[src/hdl/tree_walk_pkg.sv]
package tree_walk_pkg;

  // ----------------------------------------------------------------
  // Register offsets (byte addresses on the plain register port)
  // ----------------------------------------------------------------
  localparam int         REG_AW         = 5;
  localparam logic [4:0] OFF_CONTROL    = 5'h00;
  localparam logic [4:0] OFF_CPU_HI     = 5'h04;
  localparam logic [4:0] OFF_CPU_LO     = 5'h08;
  localparam logic [4:0] OFF_SUP_HI     = 5'h0C;
  localparam logic [4:0] OFF_SUP_LO     = 5'h10;
  localparam logic [4:0] OFF_STATUS     = 5'h14;
  localparam logic [4:0] OFF_RESULT     = 5'h18;

  // ----------------------------------------------------------------
  // Translation control field layout
  // ----------------------------------------------------------------
  localparam int TC_ENABLE      = 31;
  localparam int TC_SUP_ROOT    = 25;
  localparam int TC_FC_LOOKUP   = 24;
  localparam int TC_PAGE_LSB    = 20;
  localparam int TC_SHIFT_LSB   = 16;
  localparam int TC_LVL_A_LSB   = 12;
  localparam int TC_FIELD_W     = 4;

  // Root pointer and long descriptor upper word
  localparam int RP_LOWER_LIM   = 31;
  localparam int RP_LIMIT_LSB   = 16;
  localparam int RP_LIMIT_W     = 15;

  // Status register bits
  localparam int ST_BUS_ERR     = 0;
  localparam int ST_CFG_ERR     = 1;
  localparam int ST_CFG_BAD     = 2;
  localparam int ST_BUSY        = 3;

  // ----------------------------------------------------------------
  // Reset values and fixed figures
  // ----------------------------------------------------------------
  localparam logic [31:0] CONTROL_RESET = 32'h0000_0000;
  localparam logic [31:0] ROOT_RESET    = 32'h0000_0000;
  localparam logic [31:0] ALIGN_MASK    = 32'hFFFF_FFF0;
  localparam logic [5:0]  ADDR_BITS     = 6'h20;
  localparam logic [3:0]  PAGE_MIN      = 4'h8;
  localparam logic [3:0]  FC_INDEX_W    = 4'h3;
  localparam logic [2:0]  FC_CPU_SPACE  = 3'h7;

  // Descriptor type encodings
  typedef enum logic [1:0] {
    DT_INVALID = 2'b00,
    DT_PAGE    = 2'b01,
    DT_SHORT   = 2'b10,
    DT_LONG    = 2'b11
  } desc_type_t;

  // Tree levels
  typedef enum logic [2:0] {
    LVL_FC = 3'b000,
    LVL_A  = 3'b001,
    LVL_B  = 3'b010,
    LVL_C  = 3'b011,
    LVL_D  = 3'b100
  } level_t;

  // Walker states
  typedef enum logic [2:0] {
    S_IDLE   = 3'b000,
    S_ROOT   = 3'b001,
    S_INDEX  = 3'b010,
    S_FETCH0 = 3'b011,
    S_FETCH1 = 3'b100,
    S_DECODE = 3'b101
  } walk_state_t;

  // Mask of the n lowest bits
  function automatic logic [31:0] lowMask(input logic [5:0] n);
    lowMask = (n >= ADDR_BITS) ? 32'hFFFF_FFFF : ((32'h1 << n) - 32'h1);
  endfunction

endpackage

[src/hdl/tree_cfg_if.sv]
`timescale 1ns/10ps
interface tree_cfg_if;
  import tree_walk_pkg::*;

  logic [31:0]      tc;
  logic [4:0][3:0]  levelWidth;
  logic [4:0][5:0]  levelLow;
  level_t           lastLevel;
  logic [3:0]       pageBits;
  logic             cfgError;

  modport decoder (input tc, output levelWidth, levelLow, lastLevel, pageBits, cfgError);
  modport walker  (output tc, input levelWidth, levelLow, lastLevel, pageBits, cfgError);
endinterface

[src/hdl/tc_decode.sv]
`timescale 1ns/10ps
module tc_decode (
  // Control word in, tree geometry out
  tree_cfg_if.decoder cfg
);
  import tree_walk_pkg::*;

  // ----------------------------------------------------------------
  // Field extraction
  // ----------------------------------------------------------------
  logic [3:0] raw [4];
  genvar g;
  for (g = 0; g < 4; g++) begin : g_field
    assign raw[g] = cfg.tc[TC_LVL_A_LSB - TC_FIELD_W * g +: TC_FIELD_W];
  end

  wire [3:0] shiftW = cfg.tc[TC_SHIFT_LSB +: TC_FIELD_W];
  wire [3:0] pageW  = cfg.tc[TC_PAGE_LSB +: TC_FIELD_W];
  // First zero field ends the tree; later ones are disregarded
  wire [3:0] effB   = raw[1];
  wire [3:0] effC   = (raw[1] != 4'h0) ? raw[2] : 4'h0;
  wire [3:0] effD   = (raw[1] != 4'h0 && raw[2] != 4'h0) ? raw[3] : 4'h0;
  wire [3:0] fcW    = cfg.tc[TC_FC_LOOKUP] ? FC_INDEX_W : 4'h0;

  // ----------------------------------------------------------------
  // Level widths and low bit of each index
  // ----------------------------------------------------------------
  assign cfg.levelWidth  = {effD, effC, effB, raw[0], fcW};
  // Level A starts at bit 31-shift; FC slot holds 32-shift, one above A's top bit
  assign cfg.levelLow[1] = ADDR_BITS - 6'(shiftW) - 6'(raw[0]);
  assign cfg.levelLow[0] = ADDR_BITS - 6'(shiftW);
  for (g = 2; g < 5; g++) begin : g_low
    assign cfg.levelLow[g] = cfg.levelLow[g-1] - 6'(cfg.levelWidth[g]);
  end

  assign cfg.pageBits  = pageW;
  assign cfg.lastLevel = (effD != 4'h0) ? LVL_D :
                         (effC != 4'h0) ? LVL_C :
                         (effB != 4'h0) ? LVL_B : LVL_A;

  // ----------------------------------------------------------------
  // Geometry check: every address bit accounted for exactly once
  // ----------------------------------------------------------------
  wire [6:0] bitSum = 7'(shiftW) + 7'(pageW) + 7'(raw[0]) + 7'(effB) + 7'(effC) + 7'(effD);
  assign cfg.cfgError = (bitSum != 7'(ADDR_BITS)) || (raw[0] == 4'h0) ||
                        (effB == 4'h0 && raw[0] < 4'h2) || (pageW < PAGE_MIN);
endmodule

[src/hdl/translation_tree_walk_control.sv]
// Decided for this implementation: strobed register access and the register addresses.
`timescale 1ns/10ps
// Operation
// [RULE1] Control register sets page size, supervisor root choice, FC lookup, level widths.
// [RULE2] Initial shift drops up to 15 top address bits from lookup.
// [RULE3] Page-size low bits form the byte offset, never a table index.
// [RULE4] Page size is a power of two from 256 bytes to 32K bytes.
// [RULE5] With FC lookup, top level is indexed by the three function code bits.
// [RULE6] Next level is indexed by top address bits below the shift, level A width.
// [RULE7] First zero width among B..D ends tree; last nonzero level holds pages.
// [RULE8] Software makes shift, page size and used widths total 32 bits.
// [RULE9] Level A starts at 31-shift, 1-15 bits, two if B unused.
// [RULE10] C ignored when B zero; D ignored when B or C zero.
// [RULE11] Up to five levels; FC level and levels B, C, D optional.
// [RULE12] Root limit bounds the first-level index.
// [RULE13] Walker knows table, page, invalid, indirect kinds, short and long.
// [RULE14] Root pointer is only a table or early-termination page descriptor.
// [RULE15] Early-termination page stops search; base maps a contiguous block.
// [RULE16] Middle tables hold table, early-termination page or invalid entries.
// [RULE17] Bottom tables hold page, indirect or invalid; indirect costs one more fetch.
// [RULE18] Short descriptors one word, no limits; long two words; root always long.
// [RULE19] Software keeps one format within each table.
// [RULE20] Descriptor type is always the two low bits of the first word.
// [RULE21] Invalid descriptor below the root ends search with a bus error.
// [RULE22] Unused descriptor fields are ignored by the walker.
// [RULE23] Function code 7 bypasses translation; address passes unchanged.
// [RULE24] Reset clears translation enable so addresses pass unchanged.
// [RULE25] Descriptor type encodings come from one shared enumeration.
// [RULE26] Bad geometry flags a configuration error instead of searching.
module translation_tree_walk_control (
  // Clock and reset
  input  wire logic                        mclk,
  input  wire logic                        rstn,
  // Register port
  input  wire logic [tree_walk_pkg::REG_AW-1:0] regAddr,
  input  wire logic [31:0]                 regWdata,
  input  wire logic                        regWr,
  input  wire logic                        regRd,
  output logic      [31:0]                 regRdata,
  // Translation request and answer
  input  wire logic                        transReq,
  input  wire logic [2:0]                  transFc,
  input  wire logic [31:0]                 transAddr,
  output logic                             transDone,
  output logic      [31:0]                 transPhys,
  output logic                             transBusErr,
  output logic                             transCfgErr,
  // Descriptor fetch port
  output logic                             fetchReq,
  output logic      [31:0]                 fetchAddr,
  input  wire logic                        fetchAck,
  input  wire logic [31:0]                 fetchData
);
  import tree_walk_pkg::*;

  // ----------------------------------------------------------------
  // Software registers
  // ----------------------------------------------------------------
  logic [31:0] control;
  logic [31:0] cpuRootHi;
  logic [31:0] cpuRootLo;
  logic [31:0] supRootHi;
  logic [31:0] supRootLo;
  logic        stickyBus;
  logic        stickyCfg;

  // ----------------------------------------------------------------
  // Walker state
  // ----------------------------------------------------------------
  walk_state_t      state;
  level_t           level;
  logic [31:0]      tblBase;
  logic             entLong;
  logic [14:0]      limVal;
  logic             limLower;
  logic             limOn;
  logic [31:0]      word0;
  logic [31:0]      descAddr;
  logic             indir;
  logic [2:0]       curFc;
  logic [31:0]      curAddr;

  walk_state_t      next_state;
  level_t           next_level;
  logic [31:0]      next_tblBase;
  logic             next_entLong;
  logic [14:0]      next_limVal;
  logic             next_limLower;
  logic             next_limOn;
  logic [31:0]      next_word0;
  logic [31:0]      next_descAddr;
  logic             next_indir;
  logic [2:0]       next_curFc;
  logic [31:0]      next_curAddr;
  logic             next_fetchReq;
  logic [31:0]      next_fetchAddr;
  logic             next_transDone;
  logic [31:0]      next_transPhys;
  logic             next_transBusErr;
  logic             next_transCfgErr;

  // ----------------------------------------------------------------
  // Geometry decoder
  // ----------------------------------------------------------------
  tree_cfg_if cfg ();
  assign cfg.tc = control;

  tc_decode u_decode (
    .cfg (cfg.decoder)
  );

  // Replace the offset part of a base with the logical address bits
  function automatic logic [31:0] joinAddr(input logic [31:0] base,
                                           input logic [31:0] addr,
                                           input logic [5:0]  bits);
    joinAddr = (base & ~lowMask(bits)) | (addr & lowMask(bits));
  endfunction

  // ----------------------------------------------------------------
  // Register decode
  // ----------------------------------------------------------------
  wire wrControl = regWr && regAddr == OFF_CONTROL;
  wire wrCpuHi   = regWr && regAddr == OFF_CPU_HI;
  wire wrCpuLo   = regWr && regAddr == OFF_CPU_LO;
  wire wrSupHi   = regWr && regAddr == OFF_SUP_HI;
  wire wrSupLo   = regWr && regAddr == OFF_SUP_LO;
  wire wrStatus  = regWr && regAddr == OFF_STATUS;

  wire [31:0] statusWord = {28'h0, state != S_IDLE, cfg.cfgError, stickyCfg, stickyBus};

  // Unmapped offsets read as zero
  wire [31:0] readMux = (regAddr == OFF_CONTROL) ? control   :
                        (regAddr == OFF_CPU_HI)  ? cpuRootHi :
                        (regAddr == OFF_CPU_LO)  ? cpuRootLo :
                        (regAddr == OFF_SUP_HI)  ? supRootHi :
                        (regAddr == OFF_SUP_LO)  ? supRootLo :
                        (regAddr == OFF_STATUS)  ? statusWord :
                        (regAddr == OFF_RESULT)  ? transPhys : 32'h0000_0000;

  // ----------------------------------------------------------------
  // Walk datapath
  // ----------------------------------------------------------------
  // Supervisor accesses use their own root only when enabled
  wire        useSup    = curFc[2] && control[TC_SUP_ROOT]; // see [RULE1]
  wire [31:0] rootHi    = useSup ? supRootHi : cpuRootHi;
  wire [31:0] rootLo    = useSup ? supRootLo : cpuRootLo;
  wire        bypass    = transFc == FC_CPU_SPACE || !control[TC_ENABLE]; // see [RULE23]
  wire [5:0]  lvlLow    = cfg.levelLow[level];
  wire [3:0]  lvlW      = cfg.levelWidth[level];
  wire [5:0]  pageBits  = 6'(cfg.pageBits); // see [RULE3] [RULE4]

  // Function code indexes the top level, address bits the rest
  wire [31:0] index     = (level == LVL_FC) ? {29'h0, curFc} :          // see [RULE5]
                          (curAddr >> lvlLow) & lowMask(6'(lvlW));      // see [RULE6] [RULE9]
  wire [31:0] limWide   = {17'h0, limVal};
  wire        limitBad  = limOn && (limLower ? index < limWide : index > limWide); // see [RULE12]
  // Entry size follows the pointing descriptor's type
  wire [31:0] entryAddr = tblBase + (entLong ? index << 3 : index << 2); // see [RULE19]
  desc_type_t rootType;
  desc_type_t descType;
  assign rootType = desc_type_t'(rootHi[1:0]);
  assign descType = desc_type_t'(word0[1:0]); // see [RULE20] [RULE25]
  wire        atLast    = level == cfg.lastLevel; // see [RULE7] [RULE10]

  // ----------------------------------------------------------------
  // Walk sequencer
  // ----------------------------------------------------------------
  always_comb begin
    next_state       = state;
    next_level       = level;
    next_tblBase     = tblBase;
    next_entLong     = entLong;
    next_limVal      = limVal;
    next_limLower    = limLower;
    next_limOn       = limOn;
    next_word0       = word0;
    next_descAddr    = descAddr;
    next_indir       = indir;
    next_curFc       = curFc;
    next_curAddr     = curAddr;
    next_fetchReq    = fetchReq;
    next_fetchAddr   = fetchAddr;
    next_transDone   = 1'b0;
    next_transPhys   = transPhys;
    next_transBusErr = 1'b0;
    next_transCfgErr = 1'b0;
    unique case (state)
      S_IDLE: begin
        if (transReq) begin
          next_curFc   = transFc;
          next_curAddr = transAddr;
          next_indir   = 1'b0;
          if (bypass) begin
            // Untranslated: logical address is the physical one
            next_transDone = 1'b1; // see [RULE23] [RULE24]
            next_transPhys = transAddr;
          end else if (cfg.cfgError) begin
            // Never walk a tree whose geometry does not add up
            next_transDone   = 1'b1; // see [RULE26] [RULE8]
            next_transCfgErr = 1'b1;
          end else begin
            next_state = S_ROOT;
          end
        end
      end
      S_ROOT: begin
        // Root is always long form: limit in upper word, base in lower
        unique case (rootType) // see [RULE14] [RULE18]
          DT_PAGE: begin
            next_state     = S_IDLE;
            next_transDone = 1'b1; // see [RULE15]
            next_transPhys = joinAddr(rootLo, curAddr, cfg.levelLow[0]);
          end
          DT_SHORT, DT_LONG: begin
            next_state    = S_INDEX;
            next_tblBase  = rootLo & ALIGN_MASK;
            next_entLong  = rootType == DT_LONG;
            next_limVal   = rootHi[RP_LIMIT_LSB +: RP_LIMIT_W]; // see [RULE12]
            next_limLower = rootHi[RP_LOWER_LIM];
            next_limOn    = 1'b1;
            next_level    = control[TC_FC_LOOKUP] ? LVL_FC : LVL_A; // see [RULE11]
          end
          DT_INVALID: begin
            // Root may not be invalid
            next_state       = S_IDLE;
            next_transDone   = 1'b1;
            next_transBusErr = 1'b1;
          end
        endcase
      end
      S_INDEX: begin
        if (limitBad) begin
          next_state       = S_IDLE;
          next_transDone   = 1'b1;
          next_transBusErr = 1'b1;
        end else begin
          next_state     = S_FETCH0;
          next_fetchReq  = 1'b1;
          next_fetchAddr = entryAddr;
        end
      end
      S_FETCH0: begin
        if (fetchAck) begin
          next_word0    = fetchData;
          next_descAddr = fetchData & ALIGN_MASK;
          if (entLong) begin
            // Long form: second word carries the address
            next_state     = S_FETCH1; // see [RULE18]
            next_fetchAddr = fetchAddr + 32'h4;
          end else begin
            next_state    = S_DECODE;
            next_fetchReq = 1'b0;
          end
        end
      end
      S_FETCH1: begin
        if (fetchAck) begin
          next_state    = S_DECODE;
          next_fetchReq = 1'b0;
          next_descAddr = fetchData & ALIGN_MASK;
        end
      end
      S_DECODE: begin
        // Only the type, limit and address fields are looked at
        next_state = S_IDLE; // see [RULE22] [RULE13]
        if (descType == DT_INVALID) begin
          next_transDone   = 1'b1; // see [RULE21]
          next_transBusErr = 1'b1;
        end else if (descType == DT_PAGE) begin
          next_transDone = 1'b1;
          // Bottom or indirect target: page; higher up: early termination
          next_transPhys = (atLast || indir) ? joinAddr(descAddr, curAddr, pageBits) :
                           joinAddr(descAddr, curAddr, lvlLow); // see [RULE15] [RULE16]
        end else if (indir) begin
          // An indirect target must itself be a page
          next_transDone   = 1'b1;
          next_transBusErr = 1'b1;
        end else if (atLast) begin
          // Indirect: one extra fetch of the shared page descriptor
          next_state     = S_FETCH0; // see [RULE17]
          next_indir     = 1'b1;
          next_entLong   = descType == DT_LONG;
          next_fetchReq  = 1'b1;
          next_fetchAddr = descAddr;
        end else begin
          // Pointer to the next level; only long form has a limit
          next_state    = S_INDEX; // see [RULE16] [RULE18]
          next_tblBase  = descAddr;
          next_entLong  = descType == DT_LONG;
          next_limOn    = entLong;
          next_limVal   = word0[RP_LIMIT_LSB +: RP_LIMIT_W];
          next_limLower = word0[RP_LOWER_LIM];
          next_level    = level_t'(level + 3'h1);
        end
      end
      default: begin
        next_state    = S_IDLE;
        next_fetchReq = 1'b0;
      end
    endcase
  end

  // ----------------------------------------------------------------
  // Walker flops
  // ----------------------------------------------------------------
  always_ff @(posedge mclk or negedge rstn) begin
    if (!rstn) begin
      state       <= S_IDLE;
      level       <= LVL_A;
      tblBase     <= 32'h0000_0000;
      entLong     <= 1'b0;
      limVal      <= 15'h0000;
      limLower    <= 1'b0;
      limOn       <= 1'b0;
      word0       <= 32'h0000_0000;
      descAddr    <= 32'h0000_0000;
      indir       <= 1'b0;
      curFc       <= 3'h0;
      curAddr     <= 32'h0000_0000;
      fetchReq    <= 1'b0;
      fetchAddr   <= 32'h0000_0000;
      transDone   <= 1'b0;
      transPhys   <= 32'h0000_0000;
      transBusErr <= 1'b0;
      transCfgErr <= 1'b0;
    end else begin
      state       <= next_state;
      level       <= next_level;
      tblBase     <= next_tblBase;
      entLong     <= next_entLong;
      limVal      <= next_limVal;
      limLower    <= next_limLower;
      limOn       <= next_limOn;
      word0       <= next_word0;
      descAddr    <= next_descAddr;
      indir       <= next_indir;
      curFc       <= next_curFc;
      curAddr     <= next_curAddr;
      fetchReq    <= next_fetchReq;
      fetchAddr   <= next_fetchAddr;
      transDone   <= next_transDone;
      transPhys   <= next_transPhys;
      transBusErr <= next_transBusErr;
      transCfgErr <= next_transCfgErr;
    end
  end

  // ----------------------------------------------------------------
  // Control and root registers; reset disables translation
  // ----------------------------------------------------------------
  always_ff @(posedge mclk or negedge rstn) begin
    if (!rstn) begin
      control   <= CONTROL_RESET; // see [RULE24]
      cpuRootHi <= ROOT_RESET;
      cpuRootLo <= ROOT_RESET;
      supRootHi <= ROOT_RESET;
      supRootLo <= ROOT_RESET;
    end else begin
      if (wrControl) control   <= regWdata; // see [RULE1] [RULE2]
      if (wrCpuHi)   cpuRootHi <= regWdata;
      if (wrCpuLo)   cpuRootLo <= regWdata;
      if (wrSupHi)   supRootHi <= regWdata;
      if (wrSupLo)   supRootLo <= regWdata;
    end
  end

  // ----------------------------------------------------------------
  // Sticky error flags; a new error wins over a clear in one cycle
  // ----------------------------------------------------------------
  always_ff @(posedge mclk or negedge rstn) begin
    if (!rstn) begin
      stickyBus <= 1'b0;
      stickyCfg <= 1'b0;
    end else begin
      stickyBus <= next_transBusErr || (stickyBus && !(wrStatus && regWdata[ST_BUS_ERR]));
      stickyCfg <= next_transCfgErr || (stickyCfg && !(wrStatus && regWdata[ST_CFG_ERR]));
    end
  end

  // Read data stands one cycle after the strobe, zero otherwise
  always_ff @(posedge mclk or negedge rstn) begin
    if (!rstn) begin
      regRdata <= 32'h0000_0000;
    end else begin
      regRdata <= regRd ? readMux : 32'h0000_0000;
    end
  end

endmodule

[config.mk]
export PLATFORM = sky130hd
export DESIGN_NAME = translation_tree_walk_control
export DESIGN_NICKNAME = d
export VERILOG_FILES = /design/src/hdl/tree_walk_pkg.sv /design/src/hdl/tree_cfg_if.sv /design/src/hdl/tc_decode.sv /design/src/hdl/translation_tree_walk_control.sv
export SDC_FILE = /design/constraint.sdc
export NUM_CORES = 1
export LEC_CHECK = 0
export BUFFER_PORTS_ARGS = -buffer_cell sky130_fd_sc_hd__buf_2
export CORE_ASPECT_RATIO = 2
export CORE_MARGIN = 2
export CORE_UTILIZATION = 29
export DETAILED_ROUTE_END_ITERATION = 16
export HOLD_SLACK_MARGIN = 0.12
export PLACE_DENSITY = 0.42
export SYNTH_ARGS = -nofsm -noshare
export SYNTH_HDL_FRONTEND = slang
export SYNTH_SLANG_ARGS = --single-unit
[constraint.sdc]
create_clock -name mclk -period 15 [get_ports mclk]
set_input_delay 1.5 -clock mclk [delete_from_list [all_inputs] [get_ports mclk]]
set_output_delay 1.5 -clock mclk [all_outputs]
set_load 0.01 [all_outputs]
==> impl_results.md <==
- Status: finished, final reports clean
- Initial antenna violation count: 7
- NetSw: around 3.5 mW
- Pins over their slew limit: 0
- Vias: between 20000 and 25000
- Most frequent CP cell: ha_1
- Top_reg_cell synth: dfrtp_1
- Setup-failing EPs final: 0
- Max-Cap Viols: 0
- CTS sink cnt: a little under 400
- Finished Core Util: 0.336
- TNS Setup: 0 ns
- Period utilisation layout: 0.708
- Dpl hpwl: 94500 µm
- Switch share: 0.502
- DP Worst Slack: around 4.5 ns
- Worst Path Required: roughly 16 ns
- Vias in the first global route: between 20000 and 25000
- Sequential power share: 0.257
- Worst setup EP type: flop
- CTS tree: yes
- Initial DRC Count: 2075
- Pint: around 3.5 mW
- Minimum clock period: 10.62 ns
- Reg clk slew, reported paths: ~0.070 ns
- Post-cts resize count: 0
- Congestion Overflow GR: 0
- Syn-to-layout area delta: 15.0%
- Setup Fix Bufs, Post-CTS: 0
- Total power: ~7 mW
- Die Y: about 430 µm
- Fillcell total: ~9400
- Largest net degree at the start of global routing: 84
- Gate Count Post-Synth: about 2900
- Setup CP Type: reg -> reg
- Comb pwr share: 0.574
- WL per Instance: roughly 29 µm
- Arr. time, crit path: about 11 ns
- Routability cong.: just under 1
- EDFF count, synth: 0
- RSZ-0062 raised after global routing: false
- Clock root buffer master: clkbuf_16
- GR Util All Layers: 0.256
- Total CTS buffers: between 40 and 50
- IO buf count: 205
- Clock group share of total power: 0.169
- Hold Crit Class: reg -> reg
- TritonRoute pass-1 iters: 7
- Max stage delay cell, worst path: nor3_1
- Core Area: ~89000 µm²
- Seq cells post-synth: roughly 400
- Antenna viol nets, final: 0
- Power per cell area: around 240 nW/µm²
- Relative slew slack: 0.285
- Worst Skew: 0.0287 ns
- Final hold slack: between 0.4 and 0.5 ns
- Routed wire length: ~120000 µm
- Row cnt: around 160
- Share of cells above drive strength 1: 0.214
- Worst vdd ir: 0.131 mV
- Hold_buf cts: 0
- First-pass GRT wire length: 173000 µm
- Yosys warning count: 0
- DRC Markers: 0
- Clock Latency Late Sink: 0.62 ns
- Async set-reset flop share out of synthesis: 1.00
- Netlist cell types: 90
- Die X: roughly 220 µm
- Fin nets: around 3300
- Post-DR vias/cell: between 5 and 6
- Num ports: 210
- Final hold violations: 0
- Max Freq: 0.0942 GHz
- Critical Path Start Type: flop
- Initial core utilization: 0.293
- Synthesized area per cell: ~9 µm²
- Slowest Stage Delay on Critical Path: 0.72 ns
- Netlist Area Pre-Place: approximately 26000 µm²
- Crit-path max FO: 35
- Sequential area share after synthesis: 0.378
- Setup ws final: 4.38 ns
- Die ar.: 92600 µm²
- H-Tree Depth: 2
- Static Leak: between 10 and 15 nW
- Least-Margin Pin Slew: around 1.1 ns
- CTS max path bufs: 3
[power by group through the flow]
stage	clock (mW)	sequential [mW]	combinational, mW
final	1.19	1.82	4.05
after global routing	1.25	1.85	4.40
after CTS	1.22	1.81	4.03
after detailed placement	0	1.83	4.01
after global placement	0	1.82	3.97
after floorplan	0	1.64	2.66
[flip-flops by register name (all words and copies together), names as in the netlist, 3 cells and up]
name / cells
cpuRootLo: 32
regRdata: 32
supRootLo: 32
curFc: 3
tblBase: 28
fetchAddr: 30
descAddr: 28
cpuRootHi: 32
limVal: 15
transPhys: 32
level: 3
cfg.tc: 32
word0: 18
supRootHi: 32
state: 3
curAddr: 32
[stage by stage]
stage | instance area [µm²] | cells
floorplan | 26100 | 2903
global placement | 28500 | 4169
detailed placement | 28500 | 4169
CTS | 30000 | 4247
global route | 30000 | 4247
finish | 30000 | 4248
[cell families (layout without fill, tap and decap cells)]
family	after synthesis	after routing	share of synthesized area
adder cells (fa/ha/maj)	104	104	0.0550
buffers and inverters	294	461	0.0449
multiplexers	369	369	0.156
AO/OA/AOI/OAI	775	775	0.192
other	2	5	0.000288
XOR/XNOR	71	71	0.0244
AND/OR/NAND/NOR	892	892	0.150
flip-flops	394	394	0.378
[cell type report]
| type | count | area (µm²) | area share |
|---|---|---|---|
| diodes | 1 | 2.50 | 0.0000834 |
| clock inverters | 22 | 360 | 0.0120 |
| inverters | 104 | 390 | 0.0130 |
| well taps | 1177 | 1470 | 0.0491 |
| clock buffers | 56 | 1170 | 0.0392 |
| multi-input cells | 2215 | 15200 | 0.505 |
| flip-flops and latches | 394 | 9860 | 0.329 |
| repair buffers | 279 | 1590 | 0.0530 |
[metal layers]
| layer | part of all wire | GRT usage | vias to the layer above |
|---|---|---|---|
| met2 | 0.50 | 0.457 | 972 |
| met5 | 0.00036 | 0 | - |
| met3 | 0.056 | 0.0341 | 250 |
| met1 | 0.37 | 0.288 | 11876 |
| met4 | 0.070 | 0.153 | 6 |
| li1 | - | - | 10797 |
[layout by cell type, fill, tap and decap left out, types with 11 or more instances in the layout]
master     Yosys  final
xnor2_1       38     38
nand3_1       69     68
mux2i_1       99     99
and2_1        15     14
o31ai_1       16     16
nand4_1       16     16
o221ai_1      34     34
dfrtp_1      393    393
nor3_1        48     44
inv_1        102    102
xor2_1        32     32
and3_1        21     20
nand2_1      397    396
clkbuf_16      0     43
a221oi_1      46     46
a21o_1        29     29
a21oi_1      214    214
a211oi_1      29     29
fa_1          18     18
o21ai_0      186    185
nor4_1        11     11
a22oi_1       20     20
a222oi_1      31     31
nor2b_1       20     20
o21ai_1       19     18
buf_2         24    204
nand2b_1      20     20
nor2_1       236    230
o211ai_1      20     20
ha_1          86     86
mux2_2       266    266
buf_4          6     74
a31oi_1       36     36
[worst paths after layout]
path,start,endpoint,slack (ns),cells after the start
hold reg to reg,limVal[8],limVal[8],0.48,2
min in group asynchronous,rstn,limVal[14],0.88,1
hold / removal,limVal[8],limVal[8],0.48,2
setup reg to reg,cfg.tc[16],fetchAddr[30],4.38,41
setup / recovery,cfg.tc[16],fetchAddr[30],4.38,41
max in group asynchronous,rstn,supRootLo[11],11.88,3
[synth_stat cells, drive strengths merged (6+ instances only)]
cell type,n,area [µm²]
o21ai,205,1030
a32oi,6,52.6
a22oi,20,150
mux2,267,3010
o221ai,34,298
clkbuf,132,497
o21a,7,52.6
inv,102,383
dfrtp,393,9830
mux2i,99,991
or2,8,50.1
and3,21,131
or3,9,61.3
nand4,19,138
o31ai,16,120
o211ai,20,150
a311oi,8,70.1
a221oi,46,403
nor2,239,905
xnor2,38,333
o22ai,8,50.1
a21oi,214,1070
nand2,397,1490
a211oi,29,218
nor2b,20,125
nand3,69,345
nand2b,20,125
buf,58,285
xor2,32,280
nor3,48,240
a22o,7,61.3
a222oi,31,310
a21o,29,218
ha,86,1080
a31oi,37,238
and2,16,100
nor4,12,81.3
fa,18,360
[worst max-delay path: cells and delay by family (launching register included)]
family	cells	cell delay (ns)
muxes	2	0.40
adders and majority gates	8	2.93
xor gates and xnor gates	1	0.19
DFF	1	0.59
AOI/OAI and AO/OA	17	3.52
and+or+nand+nor	10	2.19
buffers and inverters	3	0.71
(Power assumes the default switching activity.)
